`src/logic/ssi_regs.vh`:
```
`ifndef SSI_REGS_VH
`define SSI_REGS_VH
// Millisecond tick in 10 ns clock cycles, then second and minute lengths.
`define SSI_TICK_CYC    17'h186A0
`define SSI_MS_PER_S    10'h3E8
`define SSI_S_PER_MIN   11'h03C
// Power save, indication and fault retry timing.
`define SSI_MOTOR_MIN   11'h01E
`define SSI_SLEEP_S     4'hF
`define SSI_BEEP_MS     9'd100
`define SSI_GAP_MS      9'd100
`define SSI_PAUSE_MS    9'd300
`define SSI_FLASH_MS    9'd100
`define SSI_BLINK_MS    9'd250
`define SSI_RETRY_MS    9'd500
`define SSI_RETRY_MAX   2'h3
// Step durations.
`define SSI_D_BEEP      2'h0
`define SSI_D_GAP       2'h1
`define SSI_D_PAUSE     2'h2
// Tone codes; selectable tones are 0 to 7, 7 being silence.
`define SSI_TONE_SILENT 4'h7
`define SSI_TONE_HIGH   4'h8
`define SSI_TONE_LOW    4'h9
`define SSI_TONE_BUZZ   4'hA
`define SSI_TONE_SWEEP  4'hB
// Beep patterns; a higher code wins arbitration.
`define SSI_P_GOOD      3'h0
`define SSI_P_PWR       3'h1
`define SSI_P_TRI       3'h2
`define SSI_P_ONE       3'h3
`define SSI_P_DESC      3'h4
`define SSI_P_ASC       3'h5
`define SSI_P_RAZ1      3'h6
`define SSI_P_RAZ2      3'h7
// Top states.
`define SSI_ST_BOOT     2'h0
`define SSI_ST_RUN      2'h1
`define SSI_ST_FAIL     2'h2
// Fault handler states.
`define SSI_F_OK        2'h0
`define SSI_F_RETRY     2'h1
`define SSI_F_DOWN      2'h2
// Diagnostic display codes, two BCD digits.
`define SSI_DIAG_NONE   8'h00
`define SSI_DIAG_CFG    8'h05
`define SSI_DIAG_LASER  8'h21
`define SSI_DIAG_MOTOR  8'h31
// Volume levels.
`define SSI_VOL_MAX     2'h2
`endif

```
`src/logic/ssi_ctrl.v`:
```
`include "ssi_regs.vh"
`timescale 1ns/1ps
`default_nettype none
module ssi_ctrl #(
    parameter [16:0] TICK_CYC = `SSI_TICK_CYC,
    parameter [9:0]  MS_PER_S = `SSI_MS_PER_S
) (
    input  wire       mclk,
    input  wire       rst,
    input  wire       selftest_done,
    input  wire       selftest_elec_fail,
    input  wire       selftest_nvm_fail,
    input  wire       good_read,
    input  wire       beep_on_read_en,
    input  wire       cfg_mode,
    input  wire       prog_mode,
    input  wire       invalid_code,
    input  wire       host_timeout,
    input  wire       host_timeout_beep_en,
    input  wire       one_code_ok,
    input  wire       flash_main,
    input  wire       flash_cop,
    input  wire       data_pending,
    input  wire       host_ready,
    input  wire       host_wait,
    input  wire       sleep_mode,
    input  wire       ir_motion,
    input  wire [15:0] idle_limit_s,
    input  wire [2:0] tone_sel,
    input  wire [1:0] vol_sel,
    input  wire [1:0] sub_fault,
    input  wire [1:0] fault_clear,
    input  wire [7:0] ext_diag_code,
    output reg        led_white_ff,
    output reg        led_blue_ff,
    output reg        beep_en_ff,
    output reg  [3:0] beep_tone_ff,
    output reg  [1:0] beep_vol_ff,
    output reg        laser_en_ff,
    output reg        motor_en_ff,
    output reg  [1:0] recover_ff,
    output reg  [1:0] sub_off_ff,
    output reg  [7:0] diag_code_ff,
    output reg        scan_en_ff
);
    localparam [10:0] MOTOR_S = `SSI_MOTOR_MIN * `SSI_S_PER_MIN;
    localparam [3:0]  SLEEP_S = `SSI_SLEEP_S;

    // Step word: last, sound, tone[3:0], duration[1:0].
    function [7:0] step;
        input [2:0] pat;
        input [2:0] idx;
        input [3:0] sel;
        begin
            case (pat)
                `SSI_P_GOOD, `SSI_P_PWR: step = {2'b11, sel, `SSI_D_BEEP};
                `SSI_P_TRI: step = {idx == 3'h4, ~idx[0], sel,
                                    idx[0] ? `SSI_D_GAP : `SSI_D_BEEP};
                `SSI_P_ONE: begin
                    if (idx < 3'h5)
                        step = {1'b0, ~idx[0], sel, idx[0] ? `SSI_D_GAP : `SSI_D_BEEP};
                    else if (idx == 3'h5)
                        step = {2'b00, `SSI_TONE_SILENT, `SSI_D_PAUSE};
                    else if (idx == 3'h6)
                        step = {2'b01, `SSI_TONE_HIGH, `SSI_D_BEEP};
                    else
                        step = {2'b11, `SSI_TONE_LOW, `SSI_D_BEEP};
                end
                `SSI_P_DESC: step = {idx == 3'h3, 1'b1,
                                     `SSI_TONE_SWEEP + 4'h3 - {2'b00, idx[1:0]}, `SSI_D_BEEP};
                `SSI_P_ASC: step = {idx == 3'h3, 1'b1,
                                    `SSI_TONE_SWEEP + {2'b00, idx[1:0]}, `SSI_D_BEEP};
                `SSI_P_RAZ1: step = {2'b11, `SSI_TONE_BUZZ, `SSI_D_BEEP};
                `SSI_P_RAZ2: step = {idx == 3'h2, ~idx[0], `SSI_TONE_BUZZ,
                                     idx[0] ? `SSI_D_GAP : `SSI_D_BEEP};
                default: step = {2'b10, `SSI_TONE_SILENT, `SSI_D_BEEP};
            endcase
        end
    endfunction

    function [8:0] dur_ms;
        input [1:0] d;
        begin
            case (d)
                `SSI_D_GAP:   dur_ms = `SSI_GAP_MS;
                `SSI_D_PAUSE: dur_ms = `SSI_PAUSE_MS;
                default:      dur_ms = `SSI_BEEP_MS;
            endcase
        end
    endfunction

    reg  [16:0] tick_cnt_ff;
    reg         ms_tick_ff;
    reg  [9:0]  ms_cnt_ff;
    reg         sec_tick_ff;
    reg  [1:0]  st_ff;
    reg  [7:0]  pend_ff;
    reg         bp_busy_ff;
    reg  [2:0]  bp_pat_ff;
    reg  [2:0]  bp_idx_ff;
    reg  [8:0]  bp_ms_ff;
    reg  [8:0]  gr_ms_ff;
    reg  [8:0]  blink_ms_ff;
    reg         blink_ff;
    reg  [3:0]  sl_sec_ff;
    reg  [15:0] idle_s_ff;
    reg  [10:0] motor_s_ff;
    reg         nvm_err_ff;
    reg         cfg_d_ff;
    reg  [1:0]  flt_st_ff [0:1];
    reg  [1:0]  flt_try_ff [0:1];
    reg  [8:0]  flt_ms_ff [0:1];
    reg  [7:0]  req;
    reg  [2:0]  pick;
    reg  [7:0]  cur;
    reg         nxt_white;
    reg         nxt_blue;
    integer     i;
    integer     j;

    wire run      = (st_ff == `SSI_ST_RUN);
    wire laser_f  = (flt_st_ff[0] != `SSI_F_OK);
    wire motor_f  = (flt_st_ff[1] != `SSI_F_OK);
    wire lasers_on = laser_en_ff && !sub_off_ff[0];
    wire [3:0] sel4 = {1'b0, tone_sel};

    // Indication requests; each becomes a pending bit until its pattern starts.
    always @* begin
        req = 8'h00;
        if (run) begin
            req[`SSI_P_GOOD] = good_read && beep_on_read_en;
            req[`SSI_P_TRI]  = (cfg_mode != cfg_d_ff) ||
                               (host_timeout && host_timeout_beep_en);
            req[`SSI_P_ONE]  = one_code_ok;
            req[`SSI_P_DESC] = flash_main;
            req[`SSI_P_ASC]  = flash_cop;
            req[`SSI_P_RAZ1] = (sub_fault[0] && flt_st_ff[0] == `SSI_F_OK) ||
                               (prog_mode && invalid_code);
            req[`SSI_P_RAZ2] = sub_fault[1] && flt_st_ff[1] == `SSI_F_OK;
        end
        if (st_ff == `SSI_ST_BOOT && selftest_done && !selftest_elec_fail) begin
            req[`SSI_P_PWR] = 1'b1;
            req[`SSI_P_TRI] = selftest_nvm_fail;
        end
    end

    // Highest pending pattern wins; faults sit at the top codes.
    always @* begin
        pick = 3'h0;
        for (j = 0; j < 8; j = j + 1)
            if (pend_ff[j])
                pick = j[2:0];
        cur = step(bp_pat_ff, bp_idx_ff, sel4);
    end

    // Lamp arbitration, sleep and laser-off darkness before fault before cfg/prog mode before per-scan feedback.
    always @* begin
        nxt_white = 1'b0;
        nxt_blue  = 1'b0;
        if (!run) begin
            nxt_white = 1'b0;
            nxt_blue  = 1'b0;
        end else if (sleep_mode) begin
            nxt_white = (sl_sec_ff == 4'h0) && (ms_cnt_ff < {1'b0, `SSI_FLASH_MS});
            nxt_blue  = nxt_white;
        end else if (!lasers_on) begin
            nxt_white = 1'b0;
            nxt_blue  = 1'b0;
        end else if (motor_f) begin
            nxt_white = blink_ff;
            nxt_blue  = blink_ff;
        end else if (laser_f || diag_code_ff != `SSI_DIAG_NONE) begin
            nxt_blue  = blink_ff;
        end else if (cfg_mode) begin
            nxt_white = blink_ff;
            nxt_blue  = blink_ff;
        end else if (prog_mode) begin
            nxt_blue  = blink_ff;
            nxt_white = ~blink_ff;
        end else if (host_wait) begin
            nxt_white = 1'b1;
        end else begin
            nxt_blue  = 1'b1;
            nxt_white = (bp_busy_ff && bp_pat_ff == `SSI_P_PWR) ||
                        (data_pending && !host_ready) ||
                        (gr_ms_ff != 9'h000);
        end
    end

    always @(posedge mclk) begin
        if (rst) begin
            tick_cnt_ff  <= 17'h00000;
            ms_tick_ff   <= 1'b0;
            ms_cnt_ff    <= 10'h000;
            sec_tick_ff  <= 1'b0;
            st_ff        <= `SSI_ST_BOOT;
            pend_ff      <= 8'h00;
            bp_busy_ff   <= 1'b0;
            bp_pat_ff    <= 3'h0;
            bp_idx_ff    <= 3'h0;
            bp_ms_ff     <= 9'h000;
            gr_ms_ff     <= 9'h000;
            blink_ms_ff  <= 9'h000;
            blink_ff     <= 1'b0;
            sl_sec_ff    <= 4'h0;
            idle_s_ff    <= 16'h0000;
            motor_s_ff   <= 11'h000;
            nvm_err_ff   <= 1'b0;
            cfg_d_ff     <= 1'b0;
            led_white_ff <= 1'b0;
            led_blue_ff  <= 1'b0;
            beep_en_ff   <= 1'b0;
            beep_tone_ff <= 4'h0;
            beep_vol_ff  <= 2'h0;
            laser_en_ff  <= 1'b0;
            motor_en_ff  <= 1'b0;
            recover_ff   <= 2'h0;
            sub_off_ff   <= 2'h0;
            diag_code_ff <= `SSI_DIAG_NONE;
            scan_en_ff   <= 1'b0;
            for (i = 0; i < 2; i = i + 1) begin
                flt_st_ff[i]  <= `SSI_F_OK;
                flt_try_ff[i] <= 2'h0;
                flt_ms_ff[i]  <= 9'h000;
            end
        end else begin
            // Millisecond and second enables from one divider chain.
            ms_tick_ff  <= (tick_cnt_ff == TICK_CYC - 17'h00001);
            tick_cnt_ff <= (tick_cnt_ff == TICK_CYC - 17'h00001) ? 17'h00000
                                                                  : tick_cnt_ff + 17'h00001;
            sec_tick_ff <= 1'b0;
            if (ms_tick_ff) begin
                if (ms_cnt_ff == MS_PER_S - 10'h001) begin
                    ms_cnt_ff   <= 10'h000;
                    sec_tick_ff <= 1'b1;
                end else begin
                    ms_cnt_ff <= ms_cnt_ff + 10'h001;
                end
                if (blink_ms_ff == `SSI_BLINK_MS - 9'h001) begin
                    blink_ms_ff <= 9'h000;
                    blink_ff    <= ~blink_ff;
                end else begin
                    blink_ms_ff <= blink_ms_ff + 9'h001;
                end
                if (gr_ms_ff != 9'h000)
                    gr_ms_ff <= gr_ms_ff - 9'h001;
            end
            if (sec_tick_ff)
                sl_sec_ff <= (sl_sec_ff == SLEEP_S - 4'h1) ? 4'h0 : sl_sec_ff + 4'h1;
            if (run && good_read)
                gr_ms_ff <= `SSI_FLASH_MS;
            cfg_d_ff <= cfg_mode;

            case (st_ff)
                `SSI_ST_BOOT: begin
                    if (selftest_done) begin
                        st_ff       <= selftest_elec_fail ? `SSI_ST_FAIL : `SSI_ST_RUN;
                        nvm_err_ff  <= selftest_nvm_fail;
                        laser_en_ff <= !selftest_elec_fail;
                        motor_en_ff <= !selftest_elec_fail;
                    end
                end
                `SSI_ST_RUN: begin
                    // Power save: laser first, motor after a further idle stretch.
                    if (ir_motion) begin
                        laser_en_ff <= 1'b1;
                        motor_en_ff <= 1'b1;
                        idle_s_ff   <= 16'h0000;
                        motor_s_ff  <= 11'h000;
                    end else if (good_read || cfg_mode || prog_mode) begin
                        idle_s_ff  <= 16'h0000;
                    end else if (sec_tick_ff) begin
                        if (laser_en_ff) begin
                            if (idle_s_ff >= idle_limit_s) begin
                                laser_en_ff <= 1'b0;
                                motor_s_ff  <= 11'h000;
                            end else begin
                                idle_s_ff <= idle_s_ff + 16'h0001;
                            end
                        end else if (motor_en_ff) begin
                            if (motor_s_ff == MOTOR_S - 11'h001)
                                motor_en_ff <= 1'b0;
                            else
                                motor_s_ff <= motor_s_ff + 11'h001;
                        end
                    end
                end
                `SSI_ST_FAIL: begin
                    laser_en_ff <= 1'b0;
                    motor_en_ff <= 1'b0;
                end
                default: st_ff <= `SSI_ST_BOOT;
            endcase

            // Retry a failing subsystem, then shut it down and latch.
            recover_ff <= 2'h0;
            for (i = 0; i < 2; i = i + 1) begin
                case (flt_st_ff[i])
                    `SSI_F_OK: begin
                        if (run && sub_fault[i]) begin
                            flt_st_ff[i]  <= `SSI_F_RETRY;
                            flt_try_ff[i] <= 2'h1;
                            flt_ms_ff[i]  <= `SSI_RETRY_MS;
                            recover_ff[i] <= 1'b1;
                        end
                    end
                    `SSI_F_RETRY: begin
                        if (ms_tick_ff) begin
                            if (flt_ms_ff[i] != 9'h000) begin
                                flt_ms_ff[i] <= flt_ms_ff[i] - 9'h001;
                            end else if (!sub_fault[i]) begin
                                flt_st_ff[i] <= `SSI_F_OK;
                            end else if (flt_try_ff[i] == `SSI_RETRY_MAX) begin
                                flt_st_ff[i]  <= `SSI_F_DOWN;
                                sub_off_ff[i] <= 1'b1;
                            end else begin
                                flt_try_ff[i] <= flt_try_ff[i] + 2'h1;
                                flt_ms_ff[i]  <= `SSI_RETRY_MS;
                                recover_ff[i] <= 1'b1;
                            end
                        end
                    end
                    `SSI_F_DOWN: begin
                        if (fault_clear[i]) begin
                            flt_st_ff[i]  <= `SSI_F_OK;
                            sub_off_ff[i] <= 1'b0;
                        end
                    end
                    default: flt_st_ff[i] <= `SSI_F_OK;
                endcase
            end

            // Pattern sequencer; a new request set in the take cycle survives.
            pend_ff <= pend_ff | req;
            if (st_ff == `SSI_ST_FAIL) begin
                bp_busy_ff   <= 1'b0;
                beep_en_ff   <= 1'b1;
                beep_tone_ff <= `SSI_TONE_BUZZ;
            end else if (!bp_busy_ff) begin
                if (pend_ff != 8'h00) begin
                    pend_ff    <= (pend_ff & ~(8'h01 << pick)) | req;
                    bp_busy_ff <= 1'b1;
                    bp_pat_ff  <= pick;
                    bp_idx_ff  <= 3'h0;
                    bp_ms_ff   <= 9'h000;
                end
                beep_en_ff <= 1'b0;
            end else begin
                beep_tone_ff <= cur[5:2];
                beep_en_ff   <= cur[6] && cur[5:2] != `SSI_TONE_SILENT;
                if (ms_tick_ff) begin
                    if (bp_ms_ff >= dur_ms(cur[1:0]) - 9'h001) begin
                        bp_ms_ff <= 9'h000;
                        if (cur[7]) begin
                            bp_busy_ff <= 1'b0;
                            beep_en_ff <= 1'b0;
                        end else begin
                            bp_idx_ff <= bp_idx_ff + 3'h1;
                        end
                    end else begin
                        bp_ms_ff <= bp_ms_ff + 9'h001;
                    end
                end
            end
            beep_vol_ff <= (vol_sel > `SSI_VOL_MAX) ? `SSI_VOL_MAX : vol_sel;

            // Diagnostic code, most severe source first.
            if (flt_st_ff[1] != `SSI_F_OK)
                diag_code_ff <= `SSI_DIAG_MOTOR;
            else if (flt_st_ff[0] != `SSI_F_OK)
                diag_code_ff <= `SSI_DIAG_LASER;
            else if (nvm_err_ff)
                diag_code_ff <= `SSI_DIAG_CFG;
            else
                diag_code_ff <= ext_diag_code;

            led_white_ff <= nxt_white;
            led_blue_ff  <= nxt_blue;
            // Scanning goes on with whichever subsystem remains.
            scan_en_ff   <= run && laser_en_ff && motor_en_ff && (sub_off_ff != 2'h3);
        end
    end
endmodule
`default_nettype wire

```
`config.mk`:
```
export PLATFORM = sky130hd
export DESIGN_NAME = ssi_ctrl
export DESIGN_NICKNAME = d
export VERILOG_FILES = /design/src/logic/ssi_ctrl.v
export VERILOG_INCLUDE_DIRS = /design/src /design/src/logic
export SDC_FILE = /design/constraint.sdc
export NUM_CORES = 1
export LEC_CHECK = 0
export ABC_AREA = 1
export ABC_CLOCK_PERIOD_IN_PS = 2920
export BUFFER_PORTS_ARGS = -buffer_cell sky130_fd_sc_hd__clkbuf_2
export CORE_UTILIZATION = 35
export CTS_BUF_LIST = sky130_fd_sc_hd__clkbuf_8
export DETAILED_ROUTE_END_ITERATION = 7
export HOLD_SLACK_MARGIN = 0.12
export PLACE_DENSITY = 0.54
export SYNTH_ARGS = -nofsm -noshare
export SYNTH_HDL_FRONTEND = slang
export SYNTH_SLANG_ARGS = --single-unit
```
`constraint.sdc`:
```
create_clock -name mclk -period 2.92 [get_ports mclk]
set_input_delay 0.438 -clock mclk [delete_from_list [all_inputs] [get_ports mclk]]
set_output_delay 0.438 -clock mclk [all_outputs]
set_load 0.01 [all_outputs]
```
==> flow_summary.ini, run 1 <==
[die]
fp.dieW_um = 163
start_util_pct = 35.8
ios = 77
rows = 58
fp.dieH_um = 163
core_um2 = 25300
dieArea_um2 = 26500

[clock_tree]
ctsResizeCount = 0
cts-buffers-inserted = 17
holdBufCountCts = 1
clockBufferDepth = 2
worstSkewPairLatency_ns = 0.46
root_buffer = clkbuf_8
h-tree-depth = 4
clk_pin_slew_ns = 0.10
post-cts-setup-buffers = 0
cts_tree = yes
cts_sinks = 157

[synthesis]
synth_compound_area_share_pct = 11.4
syn_area_um2 = 9040
async_flop_share_pct = 0
synth_area_leaders = dfxtp_1 29%, nand2_1 11%, edfxtp_1 8.3%
avgSynthCellArea_um2 = 6.92
yosys.cell_types.count = 52
synthCells = 1306
synth.most_common_cell = nand2_1
yosysTopAreaCell = dfxtp_1
synth_top_area_share_pct = 29.2
synth.yosys.seq_area_share_pct = 37.5
synthXorXnorAreaFrac_pct = 2.13
yosys_warnings = 0
synth_seq_cells = 157
synthSimpleGateAreaFrac_pct = 33.3
synth-edff-count = 25
muxShareOfSynthArea_pct = 0
yosys.area_share.adder_pct = 5.53
syn_nets = 1399
synth_top_family_by_area = simple AND/OR/NAND/NOR gates
synth-main-ff-cell = dfxtp_1
synth_commonest_cells = 254 x nand2_1, 198 x inv_1, 174 x nor2_1, 132 x dfxtp_1, 101 x nand3_1

[status]
status = finished clean

[global_routing]
grt_first_pass_wirelength_um = 37800
grt_use_total_pct = 17.8
grt_overflow = 0
first_global_vias = 7827
grt_start_max_net_pins = 54
antenna_found_initial = 3

[worst_hold_path]
min_path_cells = 3
whs_endpoint = diag_code_ff[1]
worstHoldStart = ext_diag_code[1]
hp-class = input pin to flip-flop

[sta]
setup_viol = 0
skew_ns = 0.0168
worstMarginPinSlew_ns = 0.644
post-route-period-util_pct = 89.8
fin_setup_tns_ns = 0
max_slew_margin_pct = 56.0
rsz0062_at_grt = false
fmax_ghz = 0.381
fin_crit_ns = 2.62
finalMaxSlewViolations = 0
hold_viol = 0

[power_and_ir_drop]
irDropWorstVdd_mv = 0.237
p_leak_uw = 0.00438
pwr_density_cell_nw_per_um2 = 468
power_uw = 4760

[cells_and_area]
syn2layout_area_growth_pct = 12.5
nFillCells = 2661
nets = 1475
seq_area_um2 = 3390
multiInputGateArea_um2 = 4740
drive_gt1_share_pct = 11.6

[worst_setup_path]
cp.required_ns = 3.27
critPathMaxFanout = 7
rr_worst_depth = 13
r2r_setup_slack_ns = 0.30
start_kind = flip-flop
end_kind = flip-flop
r2r_start = bp_pat_ff[1]
crit_type = flip-flop to flip-flop
slowest_stage = dfxtp_1
timing.rr.end = bp_ms_ff[3]
slowest_delay_ns = 0.44
crit_chain = nand2_2, nor2_2, nand2_1, nor2_1, inv_1, ha_1, nand2_1, nor3_1, nand3_1, nand4_1, inv_2, o21ai_2, nor2_1
cp-startpoint = bp_pat_ff[1]
arrival_ns = 2.97

[routing]
wl_per_cell_um = 13.0
vias = 8275
drtIter0Drc = 497
routed_wl_um = 22500
postRouteAntennaNets = 0
via_per_inst = 4.79
drc = 0
firstDrtPassIters = 5

[placement]
place_hpwl_um = 16900
numPortBuffers = 76
gp_congestion = 0.890

[job]
maxCapViolations = 0
flip-flops by register name, indices dropped and copies added (netlist names), 8 cells and up:
name and count:
idle_s_ff 16, flt_ms_ff 18, ms_cnt_ff 10, pend_ff 8, gr_ms_ff 9, tick_cnt_ff 17, motor_s_ff 11, diag_code_ff 8
bp_ms_ff 9, blink_ms_ff 9
power breakdown:
group	internal [uW]	switching (uW)
clock	776	898
sequential	2280	96.7
combinational	236	469
how the worst max path moves through the flow:
stage,endpoint
6_report,bp_ms_ff[3]
5_1_grt,bp_ms_ff[5]
4_1_cts,bp_ms_ff[3]
3_5_place_dp,bp_ms_ff[0]
3_3_place_gp,bp_ms_ff[0]
2_1_floorplan,bp_ms_ff[0]
cells by family (layout without fill, tap and decap cells):
logic type | Yosys count | count (layout)
other | 0 | 1
AOI/OAI and AO/OA | 183 | 183
adders and majority gates | 40 | 40
buffers and inverters | 234 | 323
and+or+nand+nor | 670 | 670
xor gates and xnor gates | 22 | 22
DFF | 157 | 157
cell usage in the layout, fill, tap and decap left out, drive strengths merged, types with 3 or more instances in the layout:
master / Yosys / layout
nand2: 261 / 261
nor3b: 10 / 10
clkbuf: 8 / 93
a211oi: 6 / 6
nor3: 48 / 48
xor2: 11 / 11
nor4: 18 / 18
nand3: 103 / 103
edfxtp: 25 / 25
xnor2: 11 / 11
o211ai: 5 / 5
clkinvlp: 0 / 4
nand4: 34 / 34
o21a: 3 / 3
inv: 206 / 212
or2: 8 / 8
a31oi: 6 / 6
o31ai: 7 / 7
o21ai: 56 / 56
a21oi: 90 / 90
dfxtp: 132 / 132
buf: 20 / 8
nor2: 185 / 185
clkinv: 0 / 3
ha: 40 / 40
critical path, delay by kind of cell, from the launching register on:
kind,cells,cell delay (ns)
AOI/OAI and AO/OA,1,0.26
DFF,1,0.44
buffers and inverters,2,0.17
and+or+nand+nor,9,1.32
adders and majority gates,1,0.33
metal layers:
metal,vias to the layer above,GRT usage [%],wire length [um]
met1,3702,23.0,10900
li1,4437,-,-
met4,2,5.40,379
met5,-,0,13
met3,26,3.87,901
met2,108,29.3,10300
metrics by stage:
| stage | utilization [%] | setup WS [ns] | hold WS (ns) | instances | instance area [um^2] |
|---|---|---|---|---|---|
| 2_1_floorplan | - | 0.698 | 0.418 | 1306 | 9040 |
| 3_3_place_gp | 38.6 | 0.423 | 0.433 | 1692 | 9760 |
| 3_5_place_dp | 38.6 | 0.330 | 0.443 | 1692 | 9760 |
| 4_1_cts | 40.3 | 0.332 | 0.132 | 1725 | 10200 |
| 5_1_grt | 40.3 | 0.0186 | 0.154 | 1725 | 10200 |
| 6_report | 40.3 | 0.298 | 0.168 | 1726 | 10200 |
layout make-up:
class,count,area share [%]
Inverter,206,7.60
Sequential cell,157,33.4
Clock buffer,17,2.30
Antenna cell,1,0.0246
Multi-Input combinational cell,915,46.6
Timing Repair Buffer,85,4.43
Tap cell,330,4.06
Clock inverter,15,1.62
No activity file was read; power rests on OpenSTA's default activity.
==> run 2, diff against run 1 <==
--- a/config.mk
+++ b/config.mk
@@ -6,7 +6,7 @@
 export SDC_FILE = /design/constraint.sdc
 export NUM_CORES = 1
 export LEC_CHECK = 0
-export ABC_AREA = 1
+export ABC_AREA = 0
 export ABC_CLOCK_PERIOD_IN_PS = 2920
 export BUFFER_PORTS_ARGS = -buffer_cell sky130_fd_sc_hd__clkbuf_2
 export CORE_UTILIZATION = 35
==> flow_summary.ini, run 2 <==
[routing]
firstDrtPassIters = 4
drc = 0
routed_wl_um = 19200
postRouteAntennaNets = 0
via_per_inst = 5.08
wl_per_cell_um = 13.9
vias = 7028
drtIter0Drc = 229

[power_and_ir_drop]
swShare_pct = 27.4
irDropWorstVdd_mv = 0.222
intPower_uw = 3250
power_frac_clock_pct = 34.6
seqPwrFrac_pct = 52.7
power_uw = 4480
p_leak_uw = 0.00370
pwr_density_cell_nw_per_um2 = 469
combinationalPowerShare_pct = 12.7
switching_power_uw = 1230

[sta]
skew_ns = 0.0131
post-route-period-util_pct = 95.4
fin_crit_ns = 2.79
setup_viol = 0
worstMarginPinSlew_ns = 0.749
rsz0062_at_grt = false
max_slew_margin_pct = 49.7
fmax_ghz = 0.359
finalMaxSlewViolations = 0
hold_viol = 0
fin_setup_tns_ns = 0

[worst_setup_path]
start_kind = flip-flop
critPathMaxFanout = 9
slowest_stage = or4_4
crit_type = flip-flop to flip-flop
crit_chain = inv_1, ha_1, or3b_4, or3_4, or4_4, nor3_4, a31oi_1, nand3b_1, buf_4
end_kind = flip-flop
cp.required_ns = 3.07
slowest_delay_ns = 0.47
arrival_ns = 2.93

[die]
ios = 77
rows = 55
fp.dieW_um = 156
start_util_pct = 36.1
dieArea_um2 = 24300
fp.dieH_um = 156
core_um2 = 23000

[cells_and_area]
final_common_cell = dfxtp_1
fin_cells = 1384
diodes = 0
finalInstanceArea_um2 = 9540
syn2layout_area_growth_pct = 14.9
nFillCells = 2374
seq_area_um2 = 3390
nets = 1152
top_register = flt_ms_ff
multiInputGateArea_um2 = 4600
post-route-util_pct = 41.5
largest_reg_flops = 18
drive_gt1_share_pct = 16.0
top_regs = flt_ms_ff: 18 flops, tick_cnt_ff: 17 flops, idle_s_ff: 16 flops
final_cell_mix = 132 x dfxtp_1, 121 x nor2_1, 80 x a21oi_1, 75 x nand2_1, 75 x clkbuf_2

[synthesis]
yosys_warnings = 0
syn_nets = 1059
syn_area_um2 = 8300
synth_top_family_by_area = simple AND/OR/NAND/NOR gates
yosys.area_share.adder_pct = 6.03
synth_top_area_share_pct = 31.8
synth_area_leaders = dfxtp_1 32%, edfxtp_1 9.0%, ha_1 6.0%
yosys.cell_types.count = 79
synthCells = 966
synth_commonest_cells = 132 x dfxtp_1, 121 x nor2_1, 81 x a21oi_1, 75 x nand2_1, 48 x inv_1
synthXorXnorAreaFrac_pct = 6.22
synth_seq_cells = 157
synth.most_common_cell = dfxtp_1
synth_compound_area_share_pct = 14.7
synthSimpleGateAreaFrac_pct = 27.3
muxShareOfSynthArea_pct = 1.12
synth.yosys.seq_area_share_pct = 40.9
synth-main-ff-cell = dfxtp_1
yosysTopAreaCell = dfxtp_1
synth-edff-count = 25
avgSynthCellArea_um2 = 8.60
async_flop_share_pct = 0

[clock_tree]
clockBufferDepth = 2
root_buffer = clkbuf_8
clk_pin_slew_ns = 0.08
cts-buffers-inserted = 17
h-tree-depth = 4
worstSkewPairLatency_ns = 0.45
cts_tree = yes
cts_sinks = 157

[placement]
numPortBuffers = 76
place_hpwl_um = 14400
dp.cells = 1351
gp_congestion = 0.809
placed_area_um2 = 9160

[global_routing]
antenna_found_initial = 0
first_global_vias = 6681
grt_use_total_pct = 16.7
grt_start_max_net_pins = 42
grt_overflow = 0
grt_first_pass_wirelength_um = 32900

[job]
maxCapViolations = 0

[status]
status = finished clean

[worst_hold_path]
hp-class = input pin to flip-flop
run 2: per-layer routing:
| metal | vias to the layer above | GRT usage [%] | share of wire (%) |
|---|---|---|---|
| li1 | 3661 | - | - |
| met1 | 3259 | 23.2 | 51 |
| met2 | 98 | 26.3 | 45 |
| met3 | 10 | 3.47 | 3.4 |
| met4 | 0 | 4.25 | 1.0 |
| met5 | - | 0 | 0 |
run 2: worst paths after layout:
kind	from	end	slack [ns]	depth (start not counted)
setup / recovery	flt_ms_ff[1][0]	flt_ms_ff[1][8]	0.13	9
hold / removal	ext_diag_code[6]	diag_code_ff[6]	0.19	2
setup reg to reg	flt_ms_ff[1][0]	flt_ms_ff[1][8]	0.13	9
hold reg to reg	gr_ms_ff[8]	gr_ms_ff[8]	0.46	2
run 2: power by group through the flow:
stage	registers (uW)	logic, uW	clock network [uW]
floorplan	2390	377	0
global placement	2410	572	0
detailed placement	2410	573	0
CTS	2360	578	1620
global route	2370	646	1710
finish	2360	569	1550
run 2: cell families after synthesis:
| logic type | count (synthesis) |
|---|---|
| xor gates and xnor gates | 59 |
| AOI/OAI and AO/OA | 194 |
| adders and majority gates | 40 |
| and+or+nand+nor | 427 |
| muxes | 9 |
| DFF | 157 |
| buffers and inverters | 80 |
run 2: critical path, delay by kind of cell (launching register included):
kind | cells | cell delay (ns)
buf+inv | 2 | 0.26
compound gates | 1 | 0.15
fa+ha+maj | 1 | 0.17
simple gates | 5 | 1.50
flops | 1 | 0.42
run 2: per-stage QoR:
step           setup slack [ns]  hold WS, ns
2_1_floorplan             0.213        0.430
3_3_place_gp              0.181        0.446
3_5_place_dp              0.133        0.452
4_1_cts                   0.106        0.152
5_1_grt                 0.00644        0.167
6_report                  0.134        0.191
run 2: final cells by class:
cell class | count | share of cell area [%]
Clock buffer | 17 | 2.45
Clock inverter | 14 | 1.36
Inverter | 48 | 1.89
Multi-Input combinational cell | 729 | 48.2
Sequential cell | 157 | 35.6
Tap cell | 313 | 4.10
Timing Repair Buffer | 106 | 6.40
run 2: repair_timing:
item / CTS / global route
setup buffers: 0 / 1
hold buffers: 1 / 0
hold endpoints to repair: 1 / 0
endpoints found under the setup margin: 0 / 8
gates resized for setup: 0 / 1
